<file path="config.mk">
export PLATFORM = sky130hd
export DESIGN_NAME = tsw_mode_control
export DESIGN_NICKNAME = d
export VERILOG_FILES = /design/src/verilog/tsw_pkg.sv /design/src/verilog/tsw_delay_timer.sv /design/src/verilog/tsw_mode_control.sv
export VERILOG_INCLUDE_DIRS = /design/src /design/src/verilog
export SDC_FILE = /design/constraint.sdc
export NUM_CORES = 1
export LEC_CHECK = 0
export BUFFER_PORTS_ARGS = -buffer_cell sky130_fd_sc_hd__buf_2
export CAP_MARGIN = 5
export CORE_MARGIN = 8
export CORE_UTILIZATION = 46
export CTS_CLUSTER_DIAMETER = 30
export DETAILED_ROUTE_END_ITERATION = 8
export SLEW_MARGIN = 20
export SYNTH_ARGS = -nofsm -noshare
export SYNTH_HDL_FRONTEND = slang
export SYNTH_SLANG_ARGS = --single-unit
</file>
<file path="constraint.sdc">
create_clock -name core_clk -period 3.5 [get_ports core_clk]
set_input_delay 0.7 -clock core_clk [delete_from_list [all_inputs] [get_ports core_clk]]
set_output_delay 0.7 -clock core_clk [all_outputs]
set_load 0.01 [all_outputs]
</file>
<file path="src/verilog/tsw_consts.svh">
// Constants for the transfer switch mode controller: timing counts, codes.
`ifndef TSW_CONSTS_SVH
`define TSW_CONSTS_SVH
`define TSW_CLK_HZ          40000000
`define TSW_XFER_DELAY_MS   1000
`define TSW_RETURN_DELAY_MS 5000
`define TSW_COOL_DELAY_MS   60000
`define TSW_PAGE_REVERT_MS  300000
`define TSW_AUTOSCROLL_MS   2000
`define TSW_INFO_TOGGLE_MS  2000
`define TSW_MS_CYCLES       (`TSW_CLK_HZ / 1000)
`define TSW_PAGE_STATUS     3'h0
`define TSW_PAGE_ALARMS     3'h5
`define TSW_PAGE_LAST       3'h7
`define TSW_ALARM_W         8
`define TSW_INSTR_LAST      4'hf
`endif

</file>
<file path="src/verilog/tsw_pkg.sv">
// Types shared by the transfer switch mode controller.
package tsw_pkg;
  // Front-panel buttons, each a level from the panel.
  typedef struct packed {
    logic stopReset;
    logic manual;
    logic auto;
    logic mode;
    logic accept;
    logic muteLamp;
    logic xferInfo;
    logic closePrimary;
    logic closeBackup;
    logic nextPage;
    logic scrollUp;
    logic scrollDown;
  } tsw_buttons_t;
  // Plant status inputs.
  typedef struct packed {
    logic remoteStart;
    logic primaryHealthy;
    logic backupHealthy;
    logic backupIsGen;
    logic returnCmd;
  } tsw_plant_t;
  // Top-level operating mode.
  typedef enum logic [2:0] {
    TSW_MODE_STOP   = 3'b001,
    TSW_MODE_MANUAL = 3'b010,
    TSW_MODE_AUTO   = 3'b100
  } tsw_mode_t;
  // Extra modes selected by the mode button.
  typedef enum logic [3:0] {
    TSW_XM_NONE     = 4'b0001,
    TSW_XM_TEST_ON  = 4'b0010,
    TSW_XM_TEST_OFF = 4'b0100,
    TSW_XM_NO_RET   = 4'b1000
  } tsw_xmode_t;
  // Transfer sequencer states.
  typedef enum logic [4:0] {
    TSW_SQ_IDLE    = 5'b00001,
    TSW_SQ_TO_PRI  = 5'b00010,
    TSW_SQ_TO_BAK  = 5'b00100,
    TSW_SQ_RETWAIT = 5'b01000,
    TSW_SQ_COOL    = 5'b10000
  } tsw_seq_t;
  // Display outputs.
  typedef struct packed {
    logic [2:0] page;
    logic [3:0] instrument;
    logic       infoShown;
    logic       infoBackup;
  } tsw_display_t;
endpackage

</file>
<file path="src/verilog/tsw_delay_timer.sv">
// Restartable down-counter that pulses done once a delay has elapsed.
`timescale 1ns/1ps
module tsw_delay_timer #(
  parameter int unsigned WIDTH = 32
) (
  input  wire logic             core_clk,
  input  wire logic             rst_n,
  input  wire logic             start,
  input  wire logic             cancel,
  input  wire logic [WIDTH-1:0] cycles,
  output logic                  done,
  output logic                  running
);
  if (WIDTH < 2) begin : g_bad_width
    $error("tsw_delay_timer: WIDTH too small");
  end

  logic [WIDTH-1:0] count;  // Cycles still to wait.

  // Start reloads, cancel stops silently, terminal count gives one pulse.
  always_ff @(posedge core_clk) begin
    if (!rst_n) begin
      count   <= '0;
      running <= 1'b0;
      done    <= 1'b0;
    end else if (start) begin
      count   <= (cycles == '0) ? '0 : cycles - 1'b1;
      running <= 1'b1;
      done    <= 1'b0;
    end else if (cancel) begin
      running <= 1'b0;
      done    <= 1'b0;
    end else if (running && count == '0) begin
      running <= 1'b0;
      done    <= 1'b1;
    end else begin
      count <= running ? count - 1'b1 : count;
      done  <= 1'b0;
    end
  end
endmodule

</file>
<file path="src/verilog/tsw_mode_control.sv">
// Mode, transfer and display control for a two-source transfer switch.
// What this block does
// - Stop clears alarms whose cause is gone.
// - Stop drops backup close output.
// - Stop removes generator start request.
// - Remote start ignored in stop mode.
// - Manual starts generator, keeps backup unloaded.
// - Auto: remote start starts, loads backup.
// - Auto return: return delay, cooling, then stop.
// - Mode button cycles; accept button applies.
// - Test-on-load starts and loads backup.
// - Test-off-load starts backup, switch stays open.
// - Prohibit-return holds backup until return command.
// - Mute silences horn and lights lamps.
// - Info button shows alternating transfer records.
// - Close/open buttons work only in manual.
// - Primary button opens primary when loaded.
// - Primary button: open backup, delay, close.
// - Backup button opens backup when loaded.
// - Backup button: open primary, delay, close.
// - Page persists; idle timeout returns to status.
// - Idle instrument page autoscrolls at interval.
// - Manual scroll stops autoscroll; title re-enables.
// - New alarm on status page shows alarms.
`timescale 1ns/1ps
`include "tsw_consts.svh"
module tsw_mode_control #(
  parameter int unsigned ALARM_W       = `TSW_ALARM_W,
  parameter int unsigned XFER_MS       = `TSW_XFER_DELAY_MS,
  parameter int unsigned RETURN_MS     = `TSW_RETURN_DELAY_MS,
  parameter int unsigned COOL_MS       = `TSW_COOL_DELAY_MS,
  parameter int unsigned PAGE_MS       = `TSW_PAGE_REVERT_MS,
  parameter int unsigned SCROLL_MS     = `TSW_AUTOSCROLL_MS,
  parameter int unsigned INFO_MS       = `TSW_INFO_TOGGLE_MS,
  parameter int unsigned CYCLES_PER_MS = `TSW_MS_CYCLES
) (
  input  wire logic                 core_clk,
  input  wire logic                 rst_n,
  input  wire tsw_pkg::tsw_buttons_t buttons,
  input  wire tsw_pkg::tsw_plant_t  plant,
  input  wire logic [ALARM_W-1:0]   alarmCond,
  output tsw_pkg::tsw_mode_t        mode,
  output tsw_pkg::tsw_xmode_t       extraMode,
  output tsw_pkg::tsw_xmode_t       pendingMode,
  output logic                      primaryClose,
  output logic                      backupClose,
  output logic                      genStart,
  output logic [ALARM_W-1:0]        alarmLatched,
  output logic                      horn,
  output logic                      lampTest,
  output tsw_pkg::tsw_display_t     display
);
  import tsw_pkg::*;

  if (ALARM_W < 1 || CYCLES_PER_MS < 1) begin : g_bad_param
    $error("tsw_mode_control: bad parameter");
  end
  if (64'(COOL_MS) * 64'(CYCLES_PER_MS) >= 64'h1_0000_0000) begin : g_ovf
    $error("tsw_mode_control: cool timer overflows");
  end

  // Cycle counts derived from the times; a zero time gives a zero count.
  localparam logic [31:0] XFER_CYC   = 32'(XFER_MS * CYCLES_PER_MS);
  localparam logic [31:0] RETURN_CYC = 32'(RETURN_MS * CYCLES_PER_MS);
  localparam logic [31:0] COOL_CYC   = 32'(COOL_MS * CYCLES_PER_MS);
  localparam logic [63:0] PAGE_CYC   = 64'(PAGE_MS) * 64'(CYCLES_PER_MS);
  localparam logic [31:0] SCROLL_CYC = 32'(SCROLL_MS * CYCLES_PER_MS);
  localparam logic [31:0] INFO_CYC   = 32'(INFO_MS * CYCLES_PER_MS);

  // Two-flop synchronisers for every pin input; alarm causes included.
  localparam int unsigned NSYNC = $bits(tsw_buttons_t) + $bits(tsw_plant_t)
                                  + ALARM_W;
  logic [NSYNC-1:0] syncMeta;  // First stage, read only by the second.
  logic [NSYNC-1:0] syncQ;     // Second stage, safe to use.
  logic [NSYNC-1:0] syncPrev;  // Delayed copy for edge detection.
  always_ff @(posedge core_clk) begin
    if (!rst_n) begin
      syncMeta <= '0;
      syncQ    <= '0;
      syncPrev <= '0;
    end else begin
      syncMeta <= {buttons, plant, alarmCond};
      syncQ    <= syncMeta;
      syncPrev <= syncQ;
    end
  end

  tsw_buttons_t        btn;       // Synchronised button levels.
  tsw_buttons_t        press;     // One-cycle press pulses.
  tsw_plant_t          pl;        // Synchronised plant status.
  logic [ALARM_W-1:0]  cond;      // Synchronised alarm causes.
  logic [ALARM_W-1:0]  condPrev;  // Previous alarm causes.
  assign {btn, pl, cond} = syncQ;
  assign press = tsw_buttons_t'(syncQ[NSYNC-1 -: $bits(tsw_buttons_t)]
                 & ~syncPrev[NSYNC-1 -: $bits(tsw_buttons_t)]);
  assign condPrev = syncPrev[ALARM_W-1:0];
  logic anyPress;  // Any button went down this cycle.
  assign anyPress = |press;

  // Operating mode follows the three mode buttons; stop takes priority.
  always_ff @(posedge core_clk) begin
    if (!rst_n) begin
      mode <= TSW_MODE_STOP;
    end else if (press.stopReset) begin
      mode <= TSW_MODE_STOP;
    end else if (press.manual) begin
      mode <= TSW_MODE_MANUAL;
    end else if (press.auto) begin
      mode <= TSW_MODE_AUTO;
    end
  end

  // Mode button steps the pending choice, accept applies it.
  always_ff @(posedge core_clk) begin
    if (!rst_n) begin
      pendingMode <= TSW_XM_NONE;
      extraMode   <= TSW_XM_NONE;
    end else begin
      if (press.mode) begin
        unique case (pendingMode)
          TSW_XM_NONE:     pendingMode <= TSW_XM_TEST_ON;
          TSW_XM_TEST_ON:  pendingMode <= TSW_XM_TEST_OFF;
          TSW_XM_TEST_OFF: pendingMode <= TSW_XM_NO_RET;
          default:         pendingMode <= TSW_XM_NONE;
        endcase
      end
      if (press.accept) begin
        extraMode <= pendingMode;
      end
    end
  end

  // Whether the automatic logic wants the backup source running and loaded.
  logic inStop;      // Stop mode is active.
  logic autoDemand;  // Start request seen in auto mode.
  logic wantRun;     // Backup should run.
  logic wantLoad;    // Backup should carry the load.
  assign inStop     = (mode == TSW_MODE_STOP);
  assign autoDemand = (mode == TSW_MODE_AUTO)
                      && (pl.remoteStart || !pl.primaryHealthy);
  assign wantLoad   = !inStop && (autoDemand
                      || extraMode == TSW_XM_TEST_ON);
  assign wantRun    = wantLoad || (mode == TSW_MODE_MANUAL)
                      || (!inStop && extraMode == TSW_XM_TEST_OFF);

  // Shared delay timer serves transfer, return and cooling waits.
  tsw_seq_t    seq;       // Transfer sequencer state.
  logic        tmrStart;  // Load the timer.
  logic [31:0] tmrCyc;    // Delay to load.
  logic        tmrDone;   // Delay elapsed pulse.
  tsw_delay_timer #(.WIDTH(32)) uSeqTimer (
    .core_clk (core_clk),
    .rst_n    (rst_n),
    .start    (tmrStart),
    .cancel   (inStop),
    .cycles   (tmrCyc),
    .done     (tmrDone),
    .running  ()
  );

  // Requests to begin a make-after-break transfer.
  logic goPrimary;  // Move load onto primary.
  logic goBackup;   // Move load onto backup.
  logic manual;     // Manual mode active.
  assign manual    = (mode == TSW_MODE_MANUAL);
  assign goPrimary = manual && press.closePrimary && backupClose
                     && pl.primaryHealthy;
  assign goBackup  = (seq == TSW_SQ_IDLE) && !backupClose && pl.backupHealthy
                     && ((manual && press.closeBackup && primaryClose)
                     || (!manual && wantLoad && genStart));
  logic returnOk;   // Automatic return to primary may begin.
  assign returnOk  = !manual && backupClose && !wantLoad && pl.primaryHealthy
                     && (extraMode != TSW_XM_NO_RET || pl.returnCmd);

  // Sequencer: break first, wait, then make; never both closed.
  always_ff @(posedge core_clk) begin
    if (!rst_n) begin
      seq <= TSW_SQ_IDLE;
    end else if (inStop) begin
      seq <= TSW_SQ_IDLE;
    end else begin
      unique case (seq)
        TSW_SQ_IDLE: begin
          if (goPrimary) seq <= TSW_SQ_TO_PRI;
          else if (goBackup) seq <= TSW_SQ_TO_BAK;
          else if (returnOk) seq <= TSW_SQ_RETWAIT;
        end
        TSW_SQ_TO_PRI: if (tmrDone) seq <= (mode == TSW_MODE_AUTO
                       && !genStart) ? TSW_SQ_IDLE
                       : (manual ? TSW_SQ_IDLE : TSW_SQ_COOL);
        TSW_SQ_TO_BAK: if (tmrDone) seq <= TSW_SQ_IDLE;
        TSW_SQ_RETWAIT: begin
          if (!returnOk) seq <= TSW_SQ_IDLE;
          else if (tmrDone) seq <= TSW_SQ_TO_PRI;
        end
        TSW_SQ_COOL: if (tmrDone || wantLoad) seq <= TSW_SQ_IDLE;
        default: seq <= TSW_SQ_IDLE;
      endcase
    end
  end

  // Timer loads on every state entry that waits.
  always_comb begin
    tmrStart = 1'b0;
    tmrCyc   = XFER_CYC;
    if (!inStop && seq == TSW_SQ_IDLE && (goPrimary || goBackup)) begin
      tmrStart = 1'b1;
    end else if (!inStop && seq == TSW_SQ_IDLE && returnOk) begin
      tmrStart = 1'b1;
      tmrCyc   = RETURN_CYC;
    end else if (seq == TSW_SQ_RETWAIT && returnOk && tmrDone) begin
      tmrStart = 1'b1;
    end else if (seq == TSW_SQ_TO_PRI && tmrDone && !manual) begin
      tmrStart = 1'b1;
      tmrCyc   = COOL_CYC;
    end
  end

  // Load switch outputs; each close waits for the other to be open.
  always_ff @(posedge core_clk) begin
    if (!rst_n) begin
      primaryClose <= 1'b0;
      backupClose  <= 1'b0;
    end else if (inStop) begin
      backupClose <= 1'b0;
    end else if (seq == TSW_SQ_IDLE && goPrimary) begin
      backupClose <= 1'b0;
    end else if (seq == TSW_SQ_IDLE && goBackup) begin
      primaryClose <= 1'b0;
    end else if (seq == TSW_SQ_RETWAIT && returnOk && tmrDone) begin
      backupClose <= 1'b0;
    end else if (seq == TSW_SQ_TO_PRI && tmrDone && !backupClose) begin
      primaryClose <= 1'b1;
    end else if (seq == TSW_SQ_TO_BAK && tmrDone && !primaryClose) begin
      backupClose <= 1'b1;
    end else if (seq == TSW_SQ_IDLE && manual && press.closePrimary
                 && primaryClose) begin
      primaryClose <= 1'b0;
    end else if (seq == TSW_SQ_IDLE && manual && press.closeBackup
                 && backupClose) begin
      backupClose <= 1'b0;
    end
  end

  // Generator start request; held through return and cooling.
  always_ff @(posedge core_clk) begin
    if (!rst_n) begin
      genStart <= 1'b0;
    end else if (inStop || !pl.backupIsGen) begin
      genStart <= 1'b0;
    end else if (wantRun) begin
      genStart <= 1'b1;
    end else if (seq == TSW_SQ_IDLE && !backupClose) begin
      genStart <= 1'b0;
    end
  end

  // Alarms latch on their cause; stop clears those whose cause is gone.
  logic alarmNew;  // Some alarm rose this cycle.
  assign alarmNew = |(cond & ~condPrev);
  always_ff @(posedge core_clk) begin
    if (!rst_n) begin
      alarmLatched <= '0;
    end else if (press.stopReset) begin
      alarmLatched <= alarmLatched & cond;
    end else begin
      alarmLatched <= alarmLatched | cond;
    end
  end

  // Horn sounds on a new alarm until muted; a new alarm wins over mute.
  always_ff @(posedge core_clk) begin
    if (!rst_n) begin
      horn     <= 1'b0;
      lampTest <= 1'b0;
    end else begin
      horn     <= alarmNew || (horn && !press.muteLamp);
      lampTest <= btn.muteLamp;
    end
  end

  // Display idle timers: page revert, autoscroll step and info toggle.
  logic [63:0] idleCnt;    // Cycles since last press; wide for long reverts.
  logic [31:0] scrollCnt;  // Cycles toward next autoscroll step.
  logic [31:0] infoCnt;    // Cycles toward the next record swap.
  logic        autoOn;     // Autoscroll enabled.
  always_ff @(posedge core_clk) begin
    if (!rst_n) begin
      idleCnt   <= '0;
      scrollCnt <= '0;
    end else begin
      idleCnt   <= anyPress ? '0 : (idleCnt == PAGE_CYC ? idleCnt
                   : idleCnt + 64'h1);
      scrollCnt <= (anyPress || scrollCnt == SCROLL_CYC - 32'h1) ? '0
                   : scrollCnt + 32'h1;
    end
  end

  // Page and instrument selection with autoscroll and alarm takeover.
  always_ff @(posedge core_clk) begin
    if (!rst_n) begin
      display.page       <= `TSW_PAGE_STATUS;
      display.instrument <= '0;
      autoOn             <= 1'b1;
    end else if (press.nextPage) begin
      display.page       <= display.page == `TSW_PAGE_LAST
                            ? `TSW_PAGE_STATUS : display.page + 3'h1;
      display.instrument <= '0;
      autoOn             <= 1'b1;
    end else if (press.scrollDown || press.scrollUp) begin
      display.instrument <= press.scrollDown ? display.instrument + 4'h1
                            : display.instrument - 4'h1;
      autoOn <= press.scrollUp && display.instrument == 4'h1;
    end else if (idleCnt == PAGE_CYC - 64'h1) begin
      display.page       <= `TSW_PAGE_STATUS;
      display.instrument <= '0;
      autoOn             <= 1'b1;
    end else if (alarmNew && display.page == `TSW_PAGE_STATUS) begin
      display.page       <= `TSW_PAGE_ALARMS;
      display.instrument <= '0;
    end else if (autoOn && scrollCnt == SCROLL_CYC - 32'h1) begin
      display.instrument <= display.instrument == `TSW_INSTR_LAST
                            ? 4'h0 : display.instrument + 4'h1;
    end
  end

  // Latest transfer records alternate while the info button is held.
  always_ff @(posedge core_clk) begin
    if (!rst_n) begin
      display.infoShown  <= 1'b0;
      display.infoBackup <= 1'b0;
      infoCnt            <= '0;
    end else if (!btn.xferInfo) begin
      display.infoShown  <= 1'b0;
      display.infoBackup <= 1'b0;
      infoCnt            <= '0;
    end else begin
      display.infoShown <= 1'b1;
      if (infoCnt == INFO_CYC - 32'h1) begin
        infoCnt            <= '0;
        display.infoBackup <= !display.infoBackup;
      end else begin
        infoCnt <= infoCnt + 32'h1;
      end
    end
  end
endmodule

</file>
==> metrics list, run 1 <==
* Result of the run: finished clean
* Proportion of synthesized chip area in sequential cells: 0.453
* Global route total overflow: 0
- Once placement finished, the instance area stood at 12,500 um^2.
- The number of placed instances, taps included, is 1,703.
- The later pin in the worst-skew pair is clocked with a latency of 0.55 ns.
* Proportion of netlist area held by the largest area contributor: 0.453
- Average wire per cell in the routed design: 14.3 um
- For this design, the sink count on the clock tree is 269.
- Class of the tightest hold or removal check: input pin to register
- Routability-driven placement finished with a final weighted congestion of 0.823.
- Total number of vias: 9,477
- Number of diodes: 0
- Peak supply drop: 0.539 mV
- Among all flip-flop cells after synthesis, the most frequent one is sky130_fd_sc_hd__dfxtp_1.
- Hold Vio Cnt, Final: 0
* Number of routed nets with antenna violations: 0
- In this run the power density over the cells is 652 nW/um^2.
* Kind of end point of the critical path: register
- Yosys mapped a number of flops with a built-in enable equal to 0.
* Routed Wire Length: 26.1 mm
- Total routing usage reported by global routing: 0.167
- Antenna violations before repair: 0
* IO buf count: 59
- The worst setup path is launched from a register.
- Number of distinct library cells after synthesis: 78
- Final critical-path setup slack: 0.534 ns
* DRC viols: 0
* Share of final-layout standard cells stronger than drive strength 1: 0.142
- For the pin with the worst max-slew slack, the measured transition is 0.902 ns.
* Top library cells by usage in the layout, fill and taps aside: sky130_fd_sc_hd__dfxtp_1, sky130_fd_sc_hd__nor2_1, sky130_fd_sc_hd__nand2_1
- Excluding fillers, the count of instances in the completed layout stands at 1,821.
* Area of the core: 25,700 um^2
- Area growth syn-to-layout: 24.5%
* Total standard cell area after synthesis: 11,900 um^2
* Number of clock buffers inserted by TritonCTS: 66
- After the last flow step, the layout net total stands at 1,476.
- Dividing the detail-routed via count by the number of cells gives 5.20.
* Lkg Pwr: 0.00546 uW
- 60 I/O pins were placed.
- The floorplan step set the die width to 177 um.
- HPWL reported at the end of detailed placement: 17.3 mm
- The critical path runs through a total of 6 cells.
- After clock tree synthesis, the repair step resized 0 gates.
- Synth warn: 0
- Clock transition at the registers of the reported paths: 0.05 ns
- The number of hold buffers added after CTS was 0.
- WP data required: 3.95 ns
- Measured against its own limit, the worst slew margin works out to 0.397.
* Initial Utilization: 0.463
- The smallest clock period supported by the final layout is computed as 2.97 ns.
* Seq cells post-synth: 269
- By startpoint and endpoint, the worst setup path is classified as register to register.
- Buffers inserted by post-CTS timing repair: 0
- Initial DRC Count: 580
- Counting instances, the worst hold path has a depth of 2.
- Fin Clk Skew: 0.0230 ns
- Peak per-stage delay on the critical path: 0.60 ns
* Number of cells on the worst reg-to-reg path: 6
* Cell type of the slowest stage on the worst timing path: sky130_fd_sc_hd__or4b_2
- The die covers 31,300 um^2.
* Arrival time worst endpoint: 3.42 ns
- The die is 177 um tall.
* Largest net degree at the start of global routing: 85
* Mapped Nets: 1,387
* Via count of the first global-routing pass: 9,153
- Cells after Synth: 1,347
* Mean Syn Cell Area: 8.83 um^2
- Max Buffers Root-to-Sink: 3
- Final count of negative-setup-slack endpoints: 0
* Hold slack final: 0.356 ns
- CTS Root Buffer Type: sky130_fd_sc_hd__clkbuf_16
- Before antenna repair, the detailed router went through 7 iterations.
- Walking the worst path, the cells encountered are and2_1 > or4b_2 > nor4_1 > nand4b_1 > a31o_2 > o31ai_1.
- Max-capacitance violation count: 0
- The library cell used most frequently in the layout, excluding fill and tap cells, is sky130_fd_sc_hd__dfxtp_1.
- The kind of cell with the highest combined delay along the critical path is simple AND/OR/NAND/NOR gates.
* Cell types occupying the most area after synthesis: sky130_fd_sc_hd__dfxtp_1, sky130_fd_sc_hd__nor2_1, sky130_fd_sc_hd__xnor2_1
- Highest clock frequency the design can meet: 0.337 GHz
- In this run the core area contains 59 standard-cell rows.
* Top fanout value on the critical path: 11
- After synthesis, the share of flip-flops with an asynchronous set or reset is 0.
- Yosys top cell by area: sky130_fd_sc_hd__dfxtp_1
* TritonCTS clock tree: done
- Together, buffers and inverters on the worst path number 0.
* Number of H-tree branching levels: 3
- Prior to clock tree synthesis, the placed netlist has a worst setup slack of 0.488 ns.
* Layout Cell Area excl Fill: 14,800 um^2
* Total Neg Setup Slack: 0 ns
* RSZ-0062 raised after global routing: no
- Wire length of the first global-routing pass: 44.1 mm
- In the finished design, the share of the clock period the worst path needs comes to 0.847.
* Fin. max-slew vios: 0
through the flow:
step,util,total power (uW)
2_1_floorplan,-,3400
3_3_place_gp,0.486,3490
3_5_place_dp,0.486,3500
4_1_cts,0.576,9780
5_1_grt,0.576,10000
6_report,0.576,9660
path summary, 6_finish.rpt:
| path | slack [ns] | startpoint | to |
|---|---|---|---|
| hold / removal | 0.36 | buttons[8] | syncMeta[21] |
| hold reg to reg | 0.43 | syncMeta[18] | syncQ[18] |
| setup reg to reg | 0.53 | idleCnt[24] | display[3] |
| setup / recovery | 0.53 | idleCnt[24] | display[3] |
metal layers:
layer,up-vias,track usage,part of all wire
met4,0,0.0694,0.021
met2,171,0.259,0.45
met1,4385,0.218,0.48
li1,4873,-,-
met5,-,0,0
met3,48,0.0435,0.045
where the power goes:
group	switching [uW]	internal, uW	total (uW)
Sequential	42.9	3130	3170
Combinational	161	104	264
Clock	1830	4390	6220
Total	2030	7630	9660
kinds of logic (layout without fill, tap and decap cells):
group	count (synthesis)	count (layout)	share of synthesized area
compound gates	144	144	0.0861
xor+xnor	138	138	0.102
fa+ha+maj	13	13	0.0137
buf+inv	96	235	0.0331
flops	269	269	0.453
mux	7	7	0.00589
simple gates	680	680	0.307
cell type report:
cell class              instances  area (um^2)
flip-flops and latches        269         5390
multi-input cells             982         6120
clock inverters                34          474
repair buffers                 71          385
well taps                     335          419
fillers                      2309        10900
clock buffers                  84         1850
inverters                      46          173
flip-flops by register name, summed over array words and instances (netlist names), 3 cells and up:
| signal | count |
|---|---|
| alarmLatched | 8 |
| seq | 5 |
| syncQ | 25 |
| idleCnt | 64 |
| infoCnt | 32 |
| extraMode | 4 |
| mode | 3 |
| syncPrev | 20 |
| display | 8 |
| pendingMode | 4 |
| uSeqTimer.count | 32 |
| syncMeta | 25 |
| scrollCnt | 32 |
worst register-to-register path, delay by kind of cell (launching register included):
kind,cells,cell delay [ns]
simple gates,4,1.89
compound gates,2,0.63
flops,1,0.35
synthesized netlist by cell type, types with 11 or more instances:
master	count
sky130_fd_sc_hd__nor4_1	32
sky130_fd_sc_hd__a21boi_0	17
sky130_fd_sc_hd__xor2_1	62
sky130_fd_sc_hd__nand2b_1	18
sky130_fd_sc_hd__nor2_1	185
sky130_fd_sc_hd__nor2b_1	16
sky130_fd_sc_hd__inv_1	46
sky130_fd_sc_hd__dfxtp_1	269
sky130_fd_sc_hd__nand2_1	92
sky130_fd_sc_hd__nand3_1	58
sky130_fd_sc_hd__ha_1	13
sky130_fd_sc_hd__clkbuf_1	36
sky130_fd_sc_hd__xnor2_1	76
sky130_fd_sc_hd__and2_1	82
sky130_fd_sc_hd__nand4_1	43
sky130_fd_sc_hd__nor3_1	41
sky130_fd_sc_hd__nor4b_1	14
sky130_fd_sc_hd__or3_1	13
sky130_fd_sc_hd__and4_1	11
sky130_fd_sc_hd__o21ai_0	28
sky130_fd_sc_hd__and3_1	27
sky130_fd_sc_hd__a21oi_1	27
Power figures use the tool's default switching activity.
==> inputs of run 2 (changes only) <==
--- a/config.mk
+++ b/config.mk
@@ -12,6 +12,7 @@
 export CORE_UTILIZATION = 46
 export CTS_CLUSTER_DIAMETER = 30
 export DETAILED_ROUTE_END_ITERATION = 8
+export PLACE_DENSITY = 0.65
 export SLEW_MARGIN = 20
 export SYNTH_ARGS = -nofsm -noshare
 export SYNTH_HDL_FRONTEND = slang
==> constraint.sdc (replaced) <==
create_clock -name core_clk -period 2.7 [get_ports core_clk]
set_input_delay 0.54 -clock core_clk [delete_from_list [all_inputs] [get_ports core_clk]]
set_output_delay 0.54 -clock core_clk [all_outputs]
set_load 0.01 [all_outputs]
==> metrics list, run 2 (same netlist as run 1, synthesis figures left out) <==
- Result of the run: finished clean
* Wire length of the first global-routing pass: 44.4 mm
* Antenna violations before repair: 0
- The clock tree synthesis step divided the H-tree into 2 levels.
- The max-slew violation count came to 0.
- Buffers inserted to repair hold after CTS numbered 0.
- Number of routed nets with antenna violations: 0
* Total Neg Setup Slack: 0 ns
- Highest clock frequency the design can meet: 0.390 GHz
- Final count of negative-setup-slack endpoints: 0
* Area growth syn-to-layout: 25.3%
- Global route total overflow: 0
- The number of global-route vias before repair was 9,429.
- The wire-length estimate of the detail-placed layout is 17.0 mm.
* Area of the die: 31,300 um^2
* Vertical extent of the die: 177 um
* Total area of multi-input combinational cells: 6110 um^2
- The filler cells instantiated in the layout total 2,265.
- 1st-pass router iterations: 5
- Setup slack at placement: 0.179 ns
* Hold slack final: 0.164 ns
- Critical Path Start Type: register
- Period utilization: 0.949
- WP data required: 3.16 ns
- The number of antenna diodes in the final layout is 0.
- Once placement completed, the tool counted placed cells totaling 1,719.
* Total number of vias: 9,645
- Peak supply drop: 0.715 mV
- Die Width: 177 um
* Biggest register: idleCnt
- Resized Gates After CTS: 0
* Worst slew slack as a fraction of its limit: 0.289
- At the worst endpoint, the arrival time is 3.02 ns.
* Placed instance area: 12,600 um^2
- For this run, the total global-route usage over all layers was measured as 0.165.
- The analysis attributes to cell leakage a power of 0.00551 uW.
* Number of clock buffers inserted by TritonCTS: 61
- The tree is rooted in a sky130_fd_sc_hd__clkbuf_16.
- Routability-driven placement finished with a final weighted congestion of 0.880.
- The initial utilization of the core area, before any placement, comes to 0.463.
- Initial DRC Count: 531
* Routed Wire Length: 26.1 mm
* Largest register FFs: 64
- For the pin with the worst max-slew slack, the measured transition is 1.04 ns.
- After routing the design area is 14,900 um^2.
* Class of the tightest hold or removal check: input pin to register
* DRC viols: 0
- Final critical path time including I/O delays and setup: 2.56 ns
- In the final design database the tool counted 1,487 nets.
* Sequential cell area: 5390 um^2
- Kind of end point of the critical path: register
* RSZ-0062 raised after global routing: no
- Top library cells by usage in the layout, fill and taps aside: sky130_fd_sc_hd__dfxtp_1, sky130_fd_sc_hd__nor2_1, sky130_fd_sc_hd__nand2_1
- IO buf count: 59
- Clock-pin slew was measured on the worst setup and hold paths at 0.05 ns.
* Largest net degree at the start of global routing: 87
* Hold Vio Cnt, Final: 0
- Buffers inserted by post-CTS timing repair: 0
- Excluding fillers, the count of instances in the completed layout stands at 1,830.
- 60 I/O pins were placed.
- Vias per cell: 5.27
- Placement Rows: 59
- Worst-skew pair later-pin latency: 0.58 ns
- Max-capacitance violation count: 0
- TritonCTS clock tree: done
- Average wire per cell in the routed design: 14.2 um
- # clock sinks: 269
- The longest clock path from root to sink contains 3 buffers.
- Area of the core: 25,700 um^2
- Power spread over the standard cell area amounts to 845 nW/um^2.
- Final critical-path setup slack: 0.136 ns
* Fin Clk Skew: 0.0312 ns
- Share of final-layout standard cells stronger than drive strength 1: 0.149
- In this run the worst path has a maximum fanout of 9.
- The library cell used most frequently in the layout, excluding fill and tap cells, is sky130_fd_sc_hd__dfxtp_1.
- By startpoint and endpoint, the worst setup path is classified as register to register.
-- run 2: changes by cell type in the layout (fill, tap and decap cells not counted), moves of 2 or more --
cell | before | now
sky130_fd_sc_hd__clkbuf_1 | 7 | 4
sky130_fd_sc_hd__inv_6 | 3 | 1
sky130_fd_sc_hd__clkbuf_16 | 68 | 61
sky130_fd_sc_hd__clkinv_8 | 3 | 0
sky130_fd_sc_hd__clkbuf_8 | 9 | 6
sky130_fd_sc_hd__bufinv_16 | 9 | 16
sky130_fd_sc_hd__buf_4 | 12 | 28
-- run 2: path summary, 6_finish.rpt --
kind	from	slack, ns	depth (start not counted)	end
worst max-delay path	mode[2]	0.14	6	uSeqTimer.count[23]
worst min-delay path	alarmCond[1]	0.16	2	syncMeta[1]
worst max register to register	mode[2]	0.14	6	uSeqTimer.count[23]
worst min register to register	syncMeta[13]	0.43	1	syncQ[13]
-- run 2: per-layer routing --
metal  part of all wire  GRT usage  wire (um)  vias to the layer above
met2               0.46      0.271      12100                      201
li1                   -          -          -                     4892
met3              0.053     0.0403       1390                       42
met1               0.46      0.208      12100                     4510
met5                  0          0          0                        -
met4              0.017     0.0539        441                        0
-- run 2: worst max-delay path, cell delays in order, from the launching register on --
cell	delay (ns)
sky130_fd_sc_hd__dfxtp_1	0.41
sky130_fd_sc_hd__inv_1	0.13
sky130_fd_sc_hd__o41a_2	0.55
sky130_fd_sc_hd__or4_4	0.55
sky130_fd_sc_hd__a32oi_4	0.45
sky130_fd_sc_hd__a311oi_1	0.10
sky130_fd_sc_hd__o221a_2	0.26
-- run 2: metrics by stage --
stage	total power, uW	util
floorplan	4410	-
global placement	4520	0.490
detailed placement	4530	0.490
CTS	12700	0.580
global route	13000	0.580
finish	12600	0.580
-- run 2: final cells by class --
cell class	count	share of cell area
Clock buffer	71	0.109
Clock inverter	40	0.0457
Inverter	46	0.0116
Multi-Input combinational cell	982	0.410
Sequential cell	269	0.361
Tap cell	335	0.0281
Timing Repair Buffer	87	0.0339
-- run 2: power breakdown --
group | switching (uW) | internal, uW | total (uW)
Clock | 2330 | 5810 | 8140
Combinational | 206 | 137 | 342
Sequential | 54.4 | 4060 | 4110
Total | 2590 | 10000 | 12600
